<file path="config.mk">
export PLATFORM = sky130hd
export DESIGN_NAME = tcb_bus_port
export DESIGN_NICKNAME = d
export VERILOG_FILES = /design/src/tcb_pkg.sv /design/src/tcb_bus_port.sv
export VERILOG_INCLUDE_DIRS = /design/src
export SDC_FILE = /design/constraint.sdc
export NUM_CORES = 1
export LEC_CHECK = 0
export BUFFER_PORTS_ARGS = -buffer_cell sky130_fd_sc_hd__buf_2
export CORE_MARGIN = 5
export CORE_UTILIZATION = 40
export DETAILED_ROUTE_END_ITERATION = 10
export PLACE_DENSITY = 0.74
export SYNTH_ARGS = -nofsm -noshare
export SYNTH_HDL_FRONTEND = slang
export SYNTH_SLANG_ARGS = --single-unit
</file>
<file path="constraint.sdc">
create_clock -name clk_in -period 4.9 [get_ports clk_in]
set_input_delay 0 -clock clk_in [delete_from_list [all_inputs] [get_ports clk_in]]
set_output_delay 0 -clock clk_in [all_outputs]
set_load 0.05 [all_outputs]
</file>
<file path="src/tcb_cfg.svh">
// Constants of the tape coupler host bus port
`ifndef TCB_CFG_SVH
`define TCB_CFG_SVH

// Synchronised pin vector layout
`define TCB_NIN      33
`define TCB_I_SYNC   22
`define TCB_I_DIN    23
`define TCB_I_DOUT   24
`define TCB_I_RPLY   25
`define TCB_I_WTBT   26
`define TCB_I_BS7    27
`define TCB_I_IAKI   28
`define TCB_I_DMGI   29
`define TCB_I_INIT   30
`define TCB_I_POK    31
`define TCB_I_DCOK   32
`define TCB_IN_RST   33'h07fffffff

// Address and data line fields
`define TCB_SW_W     9
`define TCB_SEL_HI   12
`define TCB_SEL_LO   4
`define TCB_IDX_HI   3
`define TCB_IDX_LO   1
`define TCB_PAR_ERR  16
`define TCB_PAR_EN   17
`define TCB_AONLY_LO 18
`define TCB_BDAL_W   22
`define TCB_DATA_W   16

`endif

</file>
<file path="src/tcb_pkg.sv">
// Types of the tape coupler host bus port
package tcb_pkg;
    typedef enum logic [3:0] {
        TCB_IDLE = 4'h0, TCB_ADDR = 4'h1, TCB_PIO  = 4'h3, TCB_RPLY = 4'h2,
        TCB_WAIT = 4'h6, TCB_VEC  = 4'h7, TCB_DREQ = 4'h5, TCB_DGNT = 4'h4,
        TCB_DADR = 4'hc, TCB_DSTB = 4'hd, TCB_DDAT = 4'hf, TCB_DEND = 4'he
    } tcb_state_t;

    typedef struct packed {
        logic [2:0] idx;
        logic       write;
        logic       byte_op;
        logic       addr0;
    } tcb_pio_t;

    typedef struct packed {
        logic [21:0] addr;
        logic        write;
        logic [15:0] wdata;
    } tcb_dma_t;
endpackage

</file>
<file path="src/tcb_bus_port.sv">
// Host backplane bus port: register window, interrupts, DMA master
// Behaviour
// Address then data share the same multiplexed lines each transfer.
// Lines 21..18 carry address only, never data.
// Lines 17 and 16 carry parity status during data transfers.
// One port serves register access, interrupts and DMA.
// Interrupt requested at levels 4 and 5 together.
// Eight-register I/O page window, base from address select switches.
// Power-good low or initialize gives full controller clear; the code clears on DC-ok low or initialize and ignores power-good.
// Self-test starts on power-up only, never on initialize.
// DMA transfers are sequenced by the microprocessor through requests.
// DMA memory read with parity error sets bus parity error bit.
// Transfers run on sync, din, dout, reply, write-byte and bs7.
// Microprocessor answers every register access and performs its function.
// Acknowledge and grant chains pass through when not requesting.
// Control lines active low except power-good and DC-ok.
`timescale 1ns/10ps
`include "tcb_cfg.svh"
module tcb_bus_port (
    input  wire logic                    clk_in,
    input  wire logic                    resetn_in,
    input  wire logic [21:0]             bdal_n_in,
    output logic      [21:0]             bdal_n_out,
    output logic      [21:0]             bdal_n_oe_out,
    input  wire logic                    bsync_n_in,
    output logic                         bsync_n_out,
    output logic                         bsync_n_oe_out,
    input  wire logic                    bdin_n_in,
    output logic                         bdin_n_out,
    output logic                         bdin_n_oe_out,
    input  wire logic                    bdout_n_in,
    output logic                         bdout_n_out,
    output logic                         bdout_n_oe_out,
    input  wire logic                    brply_n_in,
    output logic                         brply_n_out,
    output logic                         brply_n_oe_out,
    input  wire logic                    bwtbt_n_in,
    output logic                         bwtbt_n_out,
    output logic                         bwtbt_n_oe_out,
    input  wire logic                    bbs7_n_in,
    output logic                         birq4_n_out,
    output logic                         birq4_n_oe_out,
    output logic                         birq5_n_out,
    output logic                         birq5_n_oe_out,
    input  wire logic                    biaki_n_in,
    output logic                         biako_n_out,
    output logic                         bdmr_n_out,
    output logic                         bdmr_n_oe_out,
    input  wire logic                    bdmgi_n_in,
    output logic                         bdmgo_n_out,
    output logic                         bsack_n_out,
    output logic                         bsack_n_oe_out,
    input  wire logic                    binit_n_in,
    input  wire logic                    bdcok_in,
    input  wire logic                    bpok_in,
    input  wire logic [8:0]              address_select_switches_in,
    output tcb_pkg::tcb_pio_t            pio_req_out,
    output logic                         pio_valid_out,
    output logic      [15:0]             pio_wdata_out,
    input  wire logic                    pio_ack_in,
    input  wire logic [15:0]             pio_rdata_in,
    input  wire logic                    irq_req_in,
    input  wire logic [15:0]             irq_vector_in,
    output logic                         irq_taken_out,
    input  wire tcb_pkg::tcb_dma_t       dma_req_in,
    input  wire logic                    dma_valid_in,
    output logic                         dma_ready_out,
    output logic                         dma_done_out,
    output logic      [15:0]             dma_rdata_out,
    output logic                         bus_parity_error_bit_out,
    input  wire logic                    parity_clr_in,
    output logic                         controller_clear_out,
    output logic                         self_test_start_out
);
    import tcb_pkg::*;

    // ==========================================================
    // Pin synchronisers
    logic [`TCB_NIN-1:0] raw, s1_q, s2_q, s3_q, f_q;
    assign raw = {bdcok_in, bpok_in, binit_n_in, bdmgi_n_in, biaki_n_in,
                  bbs7_n_in, bwtbt_n_in, brply_n_in, bdout_n_in, bdin_n_in,
                  bsync_n_in, bdal_n_in};
    for (genvar i = 0; i < `TCB_NIN; i++)
    begin : g_sync
        localparam logic [`TCB_NIN-1:0] RV_ALL = `TCB_IN_RST;
        localparam logic RV = RV_ALL[i];
        always_ff @(posedge clk_in)
        begin
            if (!resetn_in)
            begin
                s1_q[i] <= RV;
                s2_q[i] <= RV;
                s3_q[i] <= RV;
                f_q[i]  <= RV;
            end
            else
            begin
                s1_q[i] <= raw[i];
                s2_q[i] <= s1_q[i];
                s3_q[i] <= s2_q[i];
                if (s2_q[i] == s3_q[i])
                    f_q[i] <= s3_q[i];
            end
        end
    end

    // Asserted levels
    logic [21:0] bdal;
    logic sync_a, din_a, dout_a, rply_a, wtbt_a, bs7_a, iaki_a, dmgi_a;
    logic init_a, dcok, clr;
    assign bdal   = ~f_q[21:0];
    assign sync_a = ~f_q[`TCB_I_SYNC];
    assign din_a  = ~f_q[`TCB_I_DIN];
    assign dout_a = ~f_q[`TCB_I_DOUT];
    assign rply_a = ~f_q[`TCB_I_RPLY];
    assign wtbt_a = ~f_q[`TCB_I_WTBT];
    assign bs7_a  = ~f_q[`TCB_I_BS7];
    assign iaki_a = ~f_q[`TCB_I_IAKI];
    assign dmgi_a = ~f_q[`TCB_I_DMGI];
    assign init_a = ~f_q[`TCB_I_INIT];
    assign dcok   = f_q[`TCB_I_DCOK];
    assign clr    = !dcok || init_a;

    // ==========================================================
    // Clear and self-test
    logic dcok_prev_q;
    always_ff @(posedge clk_in)
    begin
        if (!resetn_in)
        begin
            dcok_prev_q          <= 1'b0;
            controller_clear_out <= 1'b1;
            self_test_start_out  <= 1'b0;
        end
        else
        begin
            dcok_prev_q          <= dcok;
            controller_clear_out <= clr;
            self_test_start_out  <= dcok && !dcok_prev_q;
        end
    end

    // ==========================================================
    // Transfer sequencer
    tcb_state_t  st_q;
    tcb_dma_t    dma_q;
    logic [21:0] drv_q, drv_oe_q;
    logic sync_oe_q, din_oe_q, dout_oe_q, rply_oe_q, wtbt_oe_q;
    logic dmr_oe_q, sack_oe_q, perr_set;
    logic hit, iak_go;

    assign hit = bs7_a && (bdal[`TCB_SEL_HI:`TCB_SEL_LO]
                 == address_select_switches_in);
    assign iak_go = din_a && iaki_a && irq_req_in && !sync_a;
    assign dma_ready_out = (st_q == TCB_IDLE) && !clr && !sync_a && !iak_go;
    assign perr_set = (st_q == TCB_DDAT) && rply_a && !dma_q.write
                      && bdal[`TCB_PAR_ERR];

    always_ff @(posedge clk_in)
    begin
        if (!resetn_in || clr)
        begin
            st_q <= TCB_IDLE;
            dma_q <= '0;
            drv_q <= '0;
            drv_oe_q <= '0;
            {sync_oe_q, din_oe_q, dout_oe_q, rply_oe_q} <= 4'h0;
            {wtbt_oe_q, dmr_oe_q, sack_oe_q} <= 3'h0;
            pio_req_out <= '0;
            pio_valid_out <= 1'b0;
            pio_wdata_out <= '0;
            irq_taken_out <= 1'b0;
            dma_done_out <= 1'b0;
            dma_rdata_out <= '0;
        end
        else
        begin
            irq_taken_out <= 1'b0;
            dma_done_out  <= 1'b0;
            case (st_q)
                TCB_IDLE:
                begin
                    if (iak_go)
                    begin
                        drv_q <= {6'h00, irq_vector_in};
                        drv_oe_q <= 22'h00ffff;
                        rply_oe_q <= 1'b1;
                        irq_taken_out <= 1'b1;
                        st_q <= TCB_VEC;
                    end
                    else if (sync_a)
                    begin
                        pio_req_out.idx <= bdal[`TCB_IDX_HI:`TCB_IDX_LO];
                        pio_req_out.addr0 <= bdal[0];
                        st_q <= hit ? TCB_ADDR : TCB_WAIT;
                    end
                    else if (dma_valid_in)
                    begin
                        dma_q <= dma_req_in;
                        dmr_oe_q <= 1'b1;
                        st_q <= TCB_DREQ;
                    end
                end
                TCB_ADDR:
                begin
                    if (din_a || dout_a)
                    begin
                        pio_req_out.write <= dout_a;
                        pio_req_out.byte_op <= dout_a && wtbt_a;
                        pio_wdata_out <= bdal[15:0];
                        pio_valid_out <= 1'b1;
                        st_q <= TCB_PIO;
                    end
                    else if (!sync_a)
                        st_q <= TCB_IDLE;
                end
                TCB_PIO:
                begin
                    if (pio_ack_in)
                    begin
                        pio_valid_out <= 1'b0;
                        if (!pio_req_out.write)
                        begin
                            // Parity lines driven as no error
                            drv_q <= {6'h00, pio_rdata_in};
                            drv_oe_q <= 22'h03ffff;
                        end
                        rply_oe_q <= 1'b1;
                        st_q <= TCB_RPLY;
                    end
                end
                TCB_RPLY:
                begin
                    if (!din_a && !dout_a)
                    begin
                        drv_oe_q <= '0;
                        rply_oe_q <= 1'b0;
                        st_q <= TCB_WAIT;
                    end
                end
                TCB_WAIT:
                    if (!sync_a)
                        st_q <= TCB_IDLE;
                TCB_VEC:
                begin
                    if (!din_a)
                    begin
                        drv_oe_q <= '0;
                        rply_oe_q <= 1'b0;
                        st_q <= TCB_IDLE;
                    end
                end
                TCB_DREQ:
                begin
                    if (dmgi_a)
                    begin
                        dmr_oe_q <= 1'b0;
                        sack_oe_q <= 1'b1;
                        st_q <= TCB_DGNT;
                    end
                end
                TCB_DGNT:
                begin
                    if (!sync_a && !rply_a)
                    begin
                        drv_q <= dma_q.addr;
                        drv_oe_q <= '1;
                        wtbt_oe_q <= dma_q.write;
                        st_q <= TCB_DADR;
                    end
                end
                TCB_DADR:
                begin
                    sync_oe_q <= 1'b1;
                    st_q <= TCB_DSTB;
                end
                TCB_DSTB:
                begin
                    drv_q <= {6'h00, dma_q.wdata};
                    drv_oe_q <= dma_q.write ? 22'h03ffff : '0;
                    wtbt_oe_q <= 1'b0;
                    dout_oe_q <= dma_q.write;
                    din_oe_q <= !dma_q.write;
                    st_q <= TCB_DDAT;
                end
                TCB_DDAT:
                begin
                    if (rply_a)
                    begin
                        dma_rdata_out <= bdal[15:0];
                        din_oe_q <= 1'b0;
                        dout_oe_q <= 1'b0;
                        st_q <= TCB_DEND;
                    end
                end
                TCB_DEND:
                begin
                    if (!rply_a)
                    begin
                        drv_oe_q <= '0;
                        sync_oe_q <= 1'b0;
                        sack_oe_q <= 1'b0;
                        dma_done_out <= 1'b1;
                        st_q <= TCB_IDLE;
                    end
                end
                default:
                    st_q <= TCB_IDLE;
            endcase
        end
    end

    // ==========================================================
    // Parity flag, interrupts and daisy chains
    logic irq_oe_q, dma_busy;
    assign dma_busy = st_q inside {TCB_DREQ, TCB_DGNT, TCB_DADR,
                                   TCB_DSTB, TCB_DDAT, TCB_DEND};
    always_ff @(posedge clk_in)
    begin
        if (!resetn_in)
        begin
            bus_parity_error_bit_out <= 1'b0;
            irq_oe_q    <= 1'b0;
            biako_n_out <= 1'b1;
            bdmgo_n_out <= 1'b1;
        end
        else
        begin
            if (perr_set)
                bus_parity_error_bit_out <= 1'b1;
            else if (parity_clr_in || clr)
                bus_parity_error_bit_out <= 1'b0;
            irq_oe_q    <= irq_req_in && !clr;
            // Own acknowledge and grant never passed on
            biako_n_out <= (irq_req_in || st_q == TCB_VEC)
                           ? 1'b1 : f_q[`TCB_I_IAKI];
            bdmgo_n_out <= (dma_busy || dma_valid_in)
                           ? 1'b1 : f_q[`TCB_I_DMGI];
        end
    end

    // Control line drivers pull low when enabled; address/data line drivers drive the inverse of drv_q when enabled
    assign bdal_n_out = ~drv_q;
    assign bdal_n_oe_out = drv_oe_q;
    assign {bsync_n_out, bdin_n_out, bdout_n_out, brply_n_out} = 4'h0;
    assign {bwtbt_n_out, birq4_n_out, birq5_n_out} = 3'h0;
    assign {bdmr_n_out, bsack_n_out} = 2'h0;
    assign bsync_n_oe_out = sync_oe_q;
    assign bdin_n_oe_out = din_oe_q;
    assign bdout_n_oe_out = dout_oe_q;
    assign brply_n_oe_out = rply_oe_q;
    assign bwtbt_n_oe_out = wtbt_oe_q;
    assign birq4_n_oe_out = irq_oe_q;
    assign birq5_n_oe_out = irq_oe_q;
    assign bdmr_n_oe_out = dmr_oe_q;
    assign bsack_n_oe_out = sack_oe_q;
endmodule

</file>
=== Yosys cells after proc, flatten, opt, wreduce, memory -nomap -nowiden ===
Cells that the tools add are included.

* $add $sub $neg: 0
* $mul: 0
* Divide/modulo/power cells: 0
* $lt $le $gt $ge: 0
* Equal/unequal tests: 53
* Shifts and indexed selects: 0
* Mux-type cells: 54
* Bitwise operators: 14
* Reductions and logical operators: 57

{| class="wikitable"
|+ Operators with widths
! kind !! count
|-
| $mux W22 || 11
|-
| $pmux W22 S7 || 1
|-
| $pmux W22 S4 || 1
|-
| $mux W4 || 12
|-
| $pmux W4 S12 || 1
|-
| $eq A1 B1 Y1 || 27
|-
| $ne A2 B2 Y1 const B || 13
|-
| $not A22 Y22 || 1
|-
| $mux W1 || 18
|-
| $mux W18 || 1
|-
| $not A17 Y17 || 1
|-
| $eq A4 B3 Y1 const B || 4
|-
| $eq A4 B4 Y1 const B || 4
|-
| $reduce_and A8 Y1 || 2
|-
| $logic_and A1 B1 Y1 || 15
|-
| $reduce_and A5 Y1 || 3
|-
| $pmux W1 S2 || 7
|-
| $reduce_bool A2 Y1 || 7
|-
| $not A1 Y1 || 12
|-
| $reduce_and A2 Y1 || 5
|-
| $eq A9 B9 Y1 || 1
|-
| $reduce_and A3 Y1 || 3
|-
| $eq A4 B2 Y1 const B || 2
|-
| $reduce_bool A4 Y1 || 2
|-
| 11 further kinds || 24
|}

* Register bits after elaboration: 250
* Bits in latches: 0
* RAM bits: 0
* ROM bits: 0
* Output and inout bits: 109
* Memories kept: 0

=== Longest topological paths before layout ===
Gate-level depths: netlist (run 1).

* Depth after elaboration: 7
* Gate-level depth with buffers: 9

=== Worst setup path after synthesis (run 1) ===
OpenSTA, ideal clock, no wires.

* Path kind: flip-flop to output port
* Start: register st_q[1]
* End: output port dma_ready_out
* Arrival time: 1937 ps
* Data required time: 4900 ps
* Slack: 2963 ps
* Cell stages (with the launch flop): 4
* Buffers on the path: 0
* Cell sequence: dfxtp_1 or4_4 or3_4 nor2_1

* Word-level cells in the longest chain between the ends: 4

{| class="wikitable"
|+ RTL lines
! element !! RTL line !! source
|-
| from (decl) || tcb_bus_port.sv:145 || <nowiki>tcb_state_t st_q;</nowiki>
|-
| from (signal assigned) || tcb_bus_port.sv:195 || <nowiki>st_q <= hit ? TCB_ADDR : TCB_WAIT;</nowiki>
|-
| $logic_not A4 Y1 || tcb_bus_port.sv:155 || <nowiki>assign dma_ready_out = (st_q == TCB_IDLE) && !clr && !sync_a && !iak_go;</nowiki>
|-
| $logic_and A1 B1 Y1 (3 in a row) || tcb_bus_port.sv:155 ||
|-
| to (decl) || tcb_bus_port.sv:67 || <nowiki>output logic dma_ready_out,</nowiki>
|}

No other way between the ends.

=== Worst setup path after layout (run 1) ===
* Start: register st_q[3]
* End: register drv_q[8]

* Word-level cells in the longest chain between the ends: 3
* Elaborated cells between the ends (all ways): 11
* Those cells by class: eq/ne: 7; mux: 1; reduce/logical: 3

{| class="wikitable"
|+ RTL lines
! element !! RTL line !! source
|-
| $eq A4 B3 Y1 (tied with other cells) || tcb_bus_port.sv:180 || <nowiki>case (st_q)</nowiki>
|-
| $reduce_bool A4 Y1 (no line) / $ne A2 B2 Y1 (equally long branches) || n/a ||
|-
| $reduce_and A5 Y1 (no line) || n/a ||
|-
| to (signal assigned) || tcb_bus_port.sv:185 || <nowiki>drv_q <= {6'h00, irq_vector_in};</nowiki>
|-
| to (signal assigned) || tcb_bus_port.sv:225 || <nowiki>drv_q <= {6'h00, pio_rdata_in};</nowiki>
|-
| to (signal assigned) || tcb_bus_port.sv:266 || <nowiki>drv_q <= dma_q.addr;</nowiki>
|-
| to (decl) || tcb_bus_port.sv:147 || <nowiki>logic [21:0] drv_q, drv_oe_q;</nowiki>
|}

Parallel ways exist; a longest one is shown, timed or not.
A chain may end at the register's enable or synchronous reset.

==> results.yml, run 1 <==
timing:
  timing.final.ws_setup_ns: 2.16
  setup_tns_ns: 0
  hold_viol: 0
  rsz0062_at_grt: "false"
  final_max_slew_viol_count: 0
  finalWorstPathRequiredPeriod_ns: 2.74
  finalClockSkew_ns: 0.0119
  period_share: 0.559
  tightest_slew_ns: 1.03
  setup_violations: 0
  fmax_ghz: 0.365
  relSlewSlack: 0.316
setup_path:
  slowest_stage: "dfxtp_1"
  path_buf_inv: 0
  cp.required_ns: 5.33
  worstPathCellList: "and4bb_1 > or3_4 > o21ai_0 > nor2_1 > a211oi_1"
  worstPathArrival_ns: 3.17
  max_stage_delay_ns: 0.81
  critPathCaptureType: "register"
  path_class: "register to register"
  start_kind: "register"
  critical_path.max_fanout: 23
  critPathTopFamily: "simple AND/OR/NAND/NOR gates"
placement:
  port_buffers: 212
  globalplace.congestion: 0.922
  place_ws_ns: 2.19
  hpwl_mm: 15.7
  dp.cells: 1387
global_route:
  grtUsageTotal: 0.188
  grt_pass1_wl_mm: 37.8
  antenna_found_initial: 1
  grt.overflow.total: 0
  grt_max_degree: 113
  grt_pass1_vias: 7428
layout:
  antenna_cells: 0
  syn_to_final_growth_pct: 31.1
  final_core_util: 0.536
  nets: 1344
  instances_no_fill: 1514
  drive_gt1_frac: 0.226
floorplan:
  die_w_um: 157
  initial_core_util: 0.409
  core_area_um2: 21200
  io_pins: 228
  dieHeight_um: 157
  rows: 53
  dieArea_um2: 24700
clock_tree:
  path_clk_slew_ns: 0.06
  post_cts_buffers: 0
  clock_sinks: 231
  clk_path_buf_depth: 3
  htree_levels: 1
  numCtsBuffers: 25
  post_cts_resized: 0
  root_buffer: "clkbuf_16"
  clkLatencyLatePin_ns: 0.52
  holdBufCountCts: 86
  tritoncts: "built"
routing:
  ant_nets: 0
  routed_wl_mm: 24.3
  vias_per_cell: 5.02
  vias: 7600
  dr.pass1.iters: 5
  drtIter0Drc: 695
  drt-wirelength-per-cell_um: 16.1
  remaining_drc_errors: 0
run_status:
  status: "finished, final reports clean"
power_and_ir_drop:
  ir_drop_mv: 0.297
  p_per_area_nw_per_um2: 350
  leakagePower_nw: 4.45
logic_synthesis:
  synth.cell_area_um2: 8680
  async_flop_share: 0
  yosys_warnings: 0
  yosysSeqAreaShare: 0.533
  synth-edff-count: 0
  synth_ff_type: "dfxtp_1"
  syn_avg_cell_area_um2: 8.93
  yosys_register_bits: 231
  synth_cell_type_count: 68
  synthCells: 972
run:
  maxCapViolCount: 0
hold_path:
  hp-class: "primary input to register"
stage by stage:
step	cell area (um^2)	total power, mW	hold slack, ns
6_report	11400	3.98	0.0245
3_3_place_gp	9710	2.10	0.181
3_5_place_dp	9710	2.10	0.183
5_1_grt	11400	4.14	0.0302
2_1_floorplan	8710	2.04	0.0957
4_1_cts	11400	4.04	0.00271
cell usage in the layout, fill, tap and decap left out, types with 16 or more instances in the layout:
master	synthesis	final
o21ai_0	47	47
a211oi_1	36	36
nand2_1	104	104
nor2_1	107	107
inv_1	42	42
a222oi_1	16	16
clkbuf_16	0	25
buf_2	14	211
dlygate4sd3_1	0	86
nand2b_1	83	83
a21oi_1	94	94
dfxtp_1	231	231
registers in the layout, indices dropped and copies added, names as in the netlist, 3 cells and up:
name	flops
s2_q	27
st_q	4
drv_q	22
dma_rdata_out	16
s1_q	27
s3_q	27
f_q	26
bdal_n_oe_out	3
pio_req_out	6
pio_wdata_out	16
dma_q	39
where the power goes:
group	leakage (nW)	switching [mW]	internal, mW
logic	2.18	0.0913	0.106
clock network	0.401	0.727	1.14
registers	1.88	0.0114	1.91
total	4.45	0.830	3.15
cell usage after synthesis, types with 10 or more instances:
| cell type | number | area (um^2) |
|---|---|---|
| clkbuf_1 | 38 | 143 |
| a222oi_1 | 16 | 160 |
| dfxtp_1 | 231 | 4620 |
| a21oi_1 | 94 | 470 |
| a211oi_1 | 36 | 270 |
| buf_2 | 14 | 70.1 |
| inv_1 | 42 | 158 |
| o21ai_0 | 47 | 235 |
| nor2_1 | 107 | 402 |
| nand2_1 | 104 | 390 |
| xnor2_1 | 10 | 87.6 |
| buf_4 | 32 | 240 |
| nand3_1 | 12 | 60.1 |
| nand2b_1 | 83 | 519 |
path summary, 6_finish.rpt:
| path | cells after the start | endpoint | slack, ns | from |
|---|---|---|---|---|
| setup / recovery | 5 | drv_q[8]$_SDFFE_PP0P_ | 2.16 | st_q[3]$_SDFFE_PP0P_ |
| hold / removal | 5 | drv_q[1]$_SDFFE_PP0P_ | 0.02 | pio_rdata_in[1] |
| setup reg to reg | 5 | drv_q[8]$_SDFFE_PP0P_ | 2.16 | st_q[3]$_SDFFE_PP0P_ |
| hold reg to reg | 1 | self_test_start_out$_SDFF_PN0_ | 0.39 | dcok_prev_q$_SDFF_PN0_ |
final cells by class:
cell class	instances	area (um^2)
multi-input cells	615	3430
fillers	1880	9840
well taps	275	344
inverters	43	163
clock buffers	34	689
repair buffers	309	2010
flip-flops and latches	231	4620
clock inverters	7	125
cell families after synthesis:
group,count (synthesis),share of synthesized area
muxes,3,0.00360
buffers and inverters,134,0.0755
AOI/OAI and AO/OA,239,0.177
xor gates and xnor gates,10,0.0101
DFF,231,0.533
other,1,0.000432
and+or+nand+nor,354,0.201
worst min-delay path, cell delays in order:
cell	delay [ns]
buf_2	0.11
a222oi_1	0.09
o21ai_1	0.08
nor2_1	0.05
a211oi_2	0.17
metal layers:
metal | global-route usage | up-vias | share of wire
met2 | 0.329 | 313 | 0.47
met4 | 0.0643 | 2 | 0.036
met3 | 0.0454 | 63 | 0.082
met5 | 0 | - | 0.00029
met1 | 0.226 | 3455 | 0.41
li1 | - | 3767 | -
Power figures use the tool's default switching activity.
==> run 2: changes to the inputs <==
--- a/config.mk
+++ b/config.mk
@@ -10,7 +10,7 @@
 export CORE_MARGIN = 5
 export CORE_UTILIZATION = 40
 export DETAILED_ROUTE_END_ITERATION = 10
-export PLACE_DENSITY = 0.74
+export PLACE_DENSITY = 0.77
 export SYNTH_ARGS = -nofsm -noshare
 export SYNTH_HDL_FRONTEND = slang
 export SYNTH_SLANG_ARGS = --single-unit
==> constraint.sdc (replaced) <==
create_clock -name clk_in -period 2.48 [get_ports clk_in]
set_input_delay 0 -clock clk_in [delete_from_list [all_inputs] [get_ports clk_in]]
set_output_delay 0 -clock clk_in [all_outputs]
set_load 0.05 [all_outputs]
==> run 2 against run 1 <==
Effect of this change: cell area grew 1.4%; hold slack lost 0.0056 ns; die area is the same; final cell count grew 1.1%; via count grew 0.72%; clock power grew 100%; critical path type is now register to output pin; highest routed layer is now met4.
==> results.yml, run 2 (same netlist as run 1, synthesis figures left out) <==
run_status:
  status: "finished, final reports clean"
setup_path:
  worstPathArrival_ns: 2.30
  start_kind: "register"
  path_class: "register to output pin"
  cp.required_ns: 2.48
  critical_path.max_fanout: 8
  critPathCaptureType: "output pin"
layout:
  fillers: 1867
  nets: 1358
  regMostFlops: "dma_q"
  fin_area_um2: 11500
  syn_to_final_growth_pct: 33.0
  drive_gt1_frac: 0.239
  antenna_cells: 0
  layout_commonest_cell: "dfxtp_1"
  final_core_util: 0.544
  final_cell_mix: "231 x dfxtp_1, 211 x buf_2, 107 x nor2_1"
  largest_reg_flops: 39
timing:
  period_share: 0.929
  setup_tns_ns: 0
  relSlewSlack: 0.316
  finalClockSkew_ns: 0.00733
  timing.final.ws_setup_ns: 0.177
  finalWorstPathRequiredPeriod_ns: 2.30
  hold_viol: 0
  rsz0062_at_grt: "false"
  setup_violations: 0
  tightest_slew_ns: 1.03
  fmax_ghz: 0.434
  final_max_slew_viol_count: 0
power_and_ir_drop:
  power_frac_comb: 0.050
  clkPwrFrac: 0.472
  p_total_mw: 7.92
  sw_frac_of_total: 0.207
  p_switching_mw: 1.64
  ir_drop_mv: 0.603
  leakagePower_nw: 4.55
  power.share.sequential: 0.478
  p_int_mw: 6.28
  p_per_area_nw_per_um2: 687
clock_tree:
  path_clk_slew_ns: 0.06
  clk_path_buf_depth: 3
  clock_sinks: 231
  root_buffer: "clkbuf_16"
  post_cts_buffers: 0
  tritoncts: "built"
  numCtsBuffers: 25
  clkLatencyLatePin_ns: 0.51
  htree_levels: 1
hold_path:
  hp-class: "primary input to register"
placement:
  globalplace.congestion: 0.937
  place_area_um2: 9830
  hpwl_mm: 16.0
  place_ws_ns: 0.185
  port_buffers: 212
global_route:
  antenna_found_initial: 0
  grt.overflow.total: 0
  grt_pass1_vias: 7363
  grtUsageTotal: 0.187
  grt_pass1_wl_mm: 37.8
  grt_max_degree: 113
routing:
  ant_nets: 0
  vias: 7655
  dr.pass1.iters: 5
  vias_per_cell: 5.00
  remaining_drc_errors: 0
  routed_wl_mm: 24.5
  drtIter0Drc: 615
  drt-wirelength-per-cell_um: 16.0
floorplan:
  dieHeight_um: 157
  rows: 53
  initial_core_util: 0.409
  die_w_um: 157
  dieArea_um2: 24700
  io_pins: 228
  core_area_um2: 21200
run:
  maxCapViolCount: 0
## run 2: cell count changes in the layout (fill, tap and decap cells not counted), sizes merged
| cell | previous run | this run |
|---|---|---|
| buf | 223 | 236 |
| clkinv | 4 | 8 |
| clkbuf | 34 | 32 |
| dlygate4sd3 | 86 | 87 |
## run 2: worst max-delay path: stages (launching register included)
cell,delay [ns]
dfxtp_1,0.41
or4_4,0.59
or3_4,0.43
nor2_1,0.11
buf_2,0.27
## run 2: area by class of cell
class                           count  area [um^2]  share of cell area
Clock buffer                       32          702              0.0608
Tap cell                          275          344              0.0298
Timing Repair Buffer              323         2140               0.185
Inverter                           43          163              0.0141
Clock inverter                     11          138              0.0119
Multi-Input combinational cell    615         3430               0.297
Sequential cell                   231         4620               0.401
## run 2: layer usage
metal | GRT usage | wire length [um] | part of all wire | vias up
met5 | 0 | 0 | 0 | -
met4 | 0.0750 | 857 | 0.035 | 0
met3 | 0.0382 | 1970 | 0.080 | 55
met2 | 0.313 | 11500 | 0.47 | 300
met1 | 0.237 | 10200 | 0.42 | 3511
li1 | - | - | - | 3789
## run 2: worst paths after layout
path                              from                    end  slack (ns)  cells after the start
hold reg to reg    s1_q[12]$_SDFF_PN1_    s2_q[12]$_SDFF_PN1_        0.40                      1
setup reg to reg  st_q[0]$_SDFFE_PP0P_  drv_q[8]$_SDFFE_PP0P_        0.25                      8
setup / recovery  st_q[1]$_SDFFE_PP0P_          dma_ready_out        0.18                      4
hold / removal         pio_rdata_in[2]  drv_q[2]$_SDFFE_PP0P_        0.02                      5
## run 2: per-stage QoR
step                instances  hold WS (ns)
floorplan                 980        0.0957
global placement         1400         0.182
detailed placement       1400         0.184
CTS                      1530       0.00704
global route             1530        0.0376
finish                   1530        0.0189
## run 2: power groups by stage
stage	logic (mW)	clock network [mW]	registers, mW
final	0.394	3.74	3.79
after global placement	0.281	0	3.87
after detailed placement	0.282	0	3.87
after CTS	0.389	3.85	3.79
after global routing	0.428	4.00	3.79
after floorplan	0.163	0	3.86
## run 2: timing repair
action	in CTS	in global routing
resized for setup	0	1
hold buffers	87	0
endpoints found under the hold margin	88	0
endpoints found under the setup margin	0	1
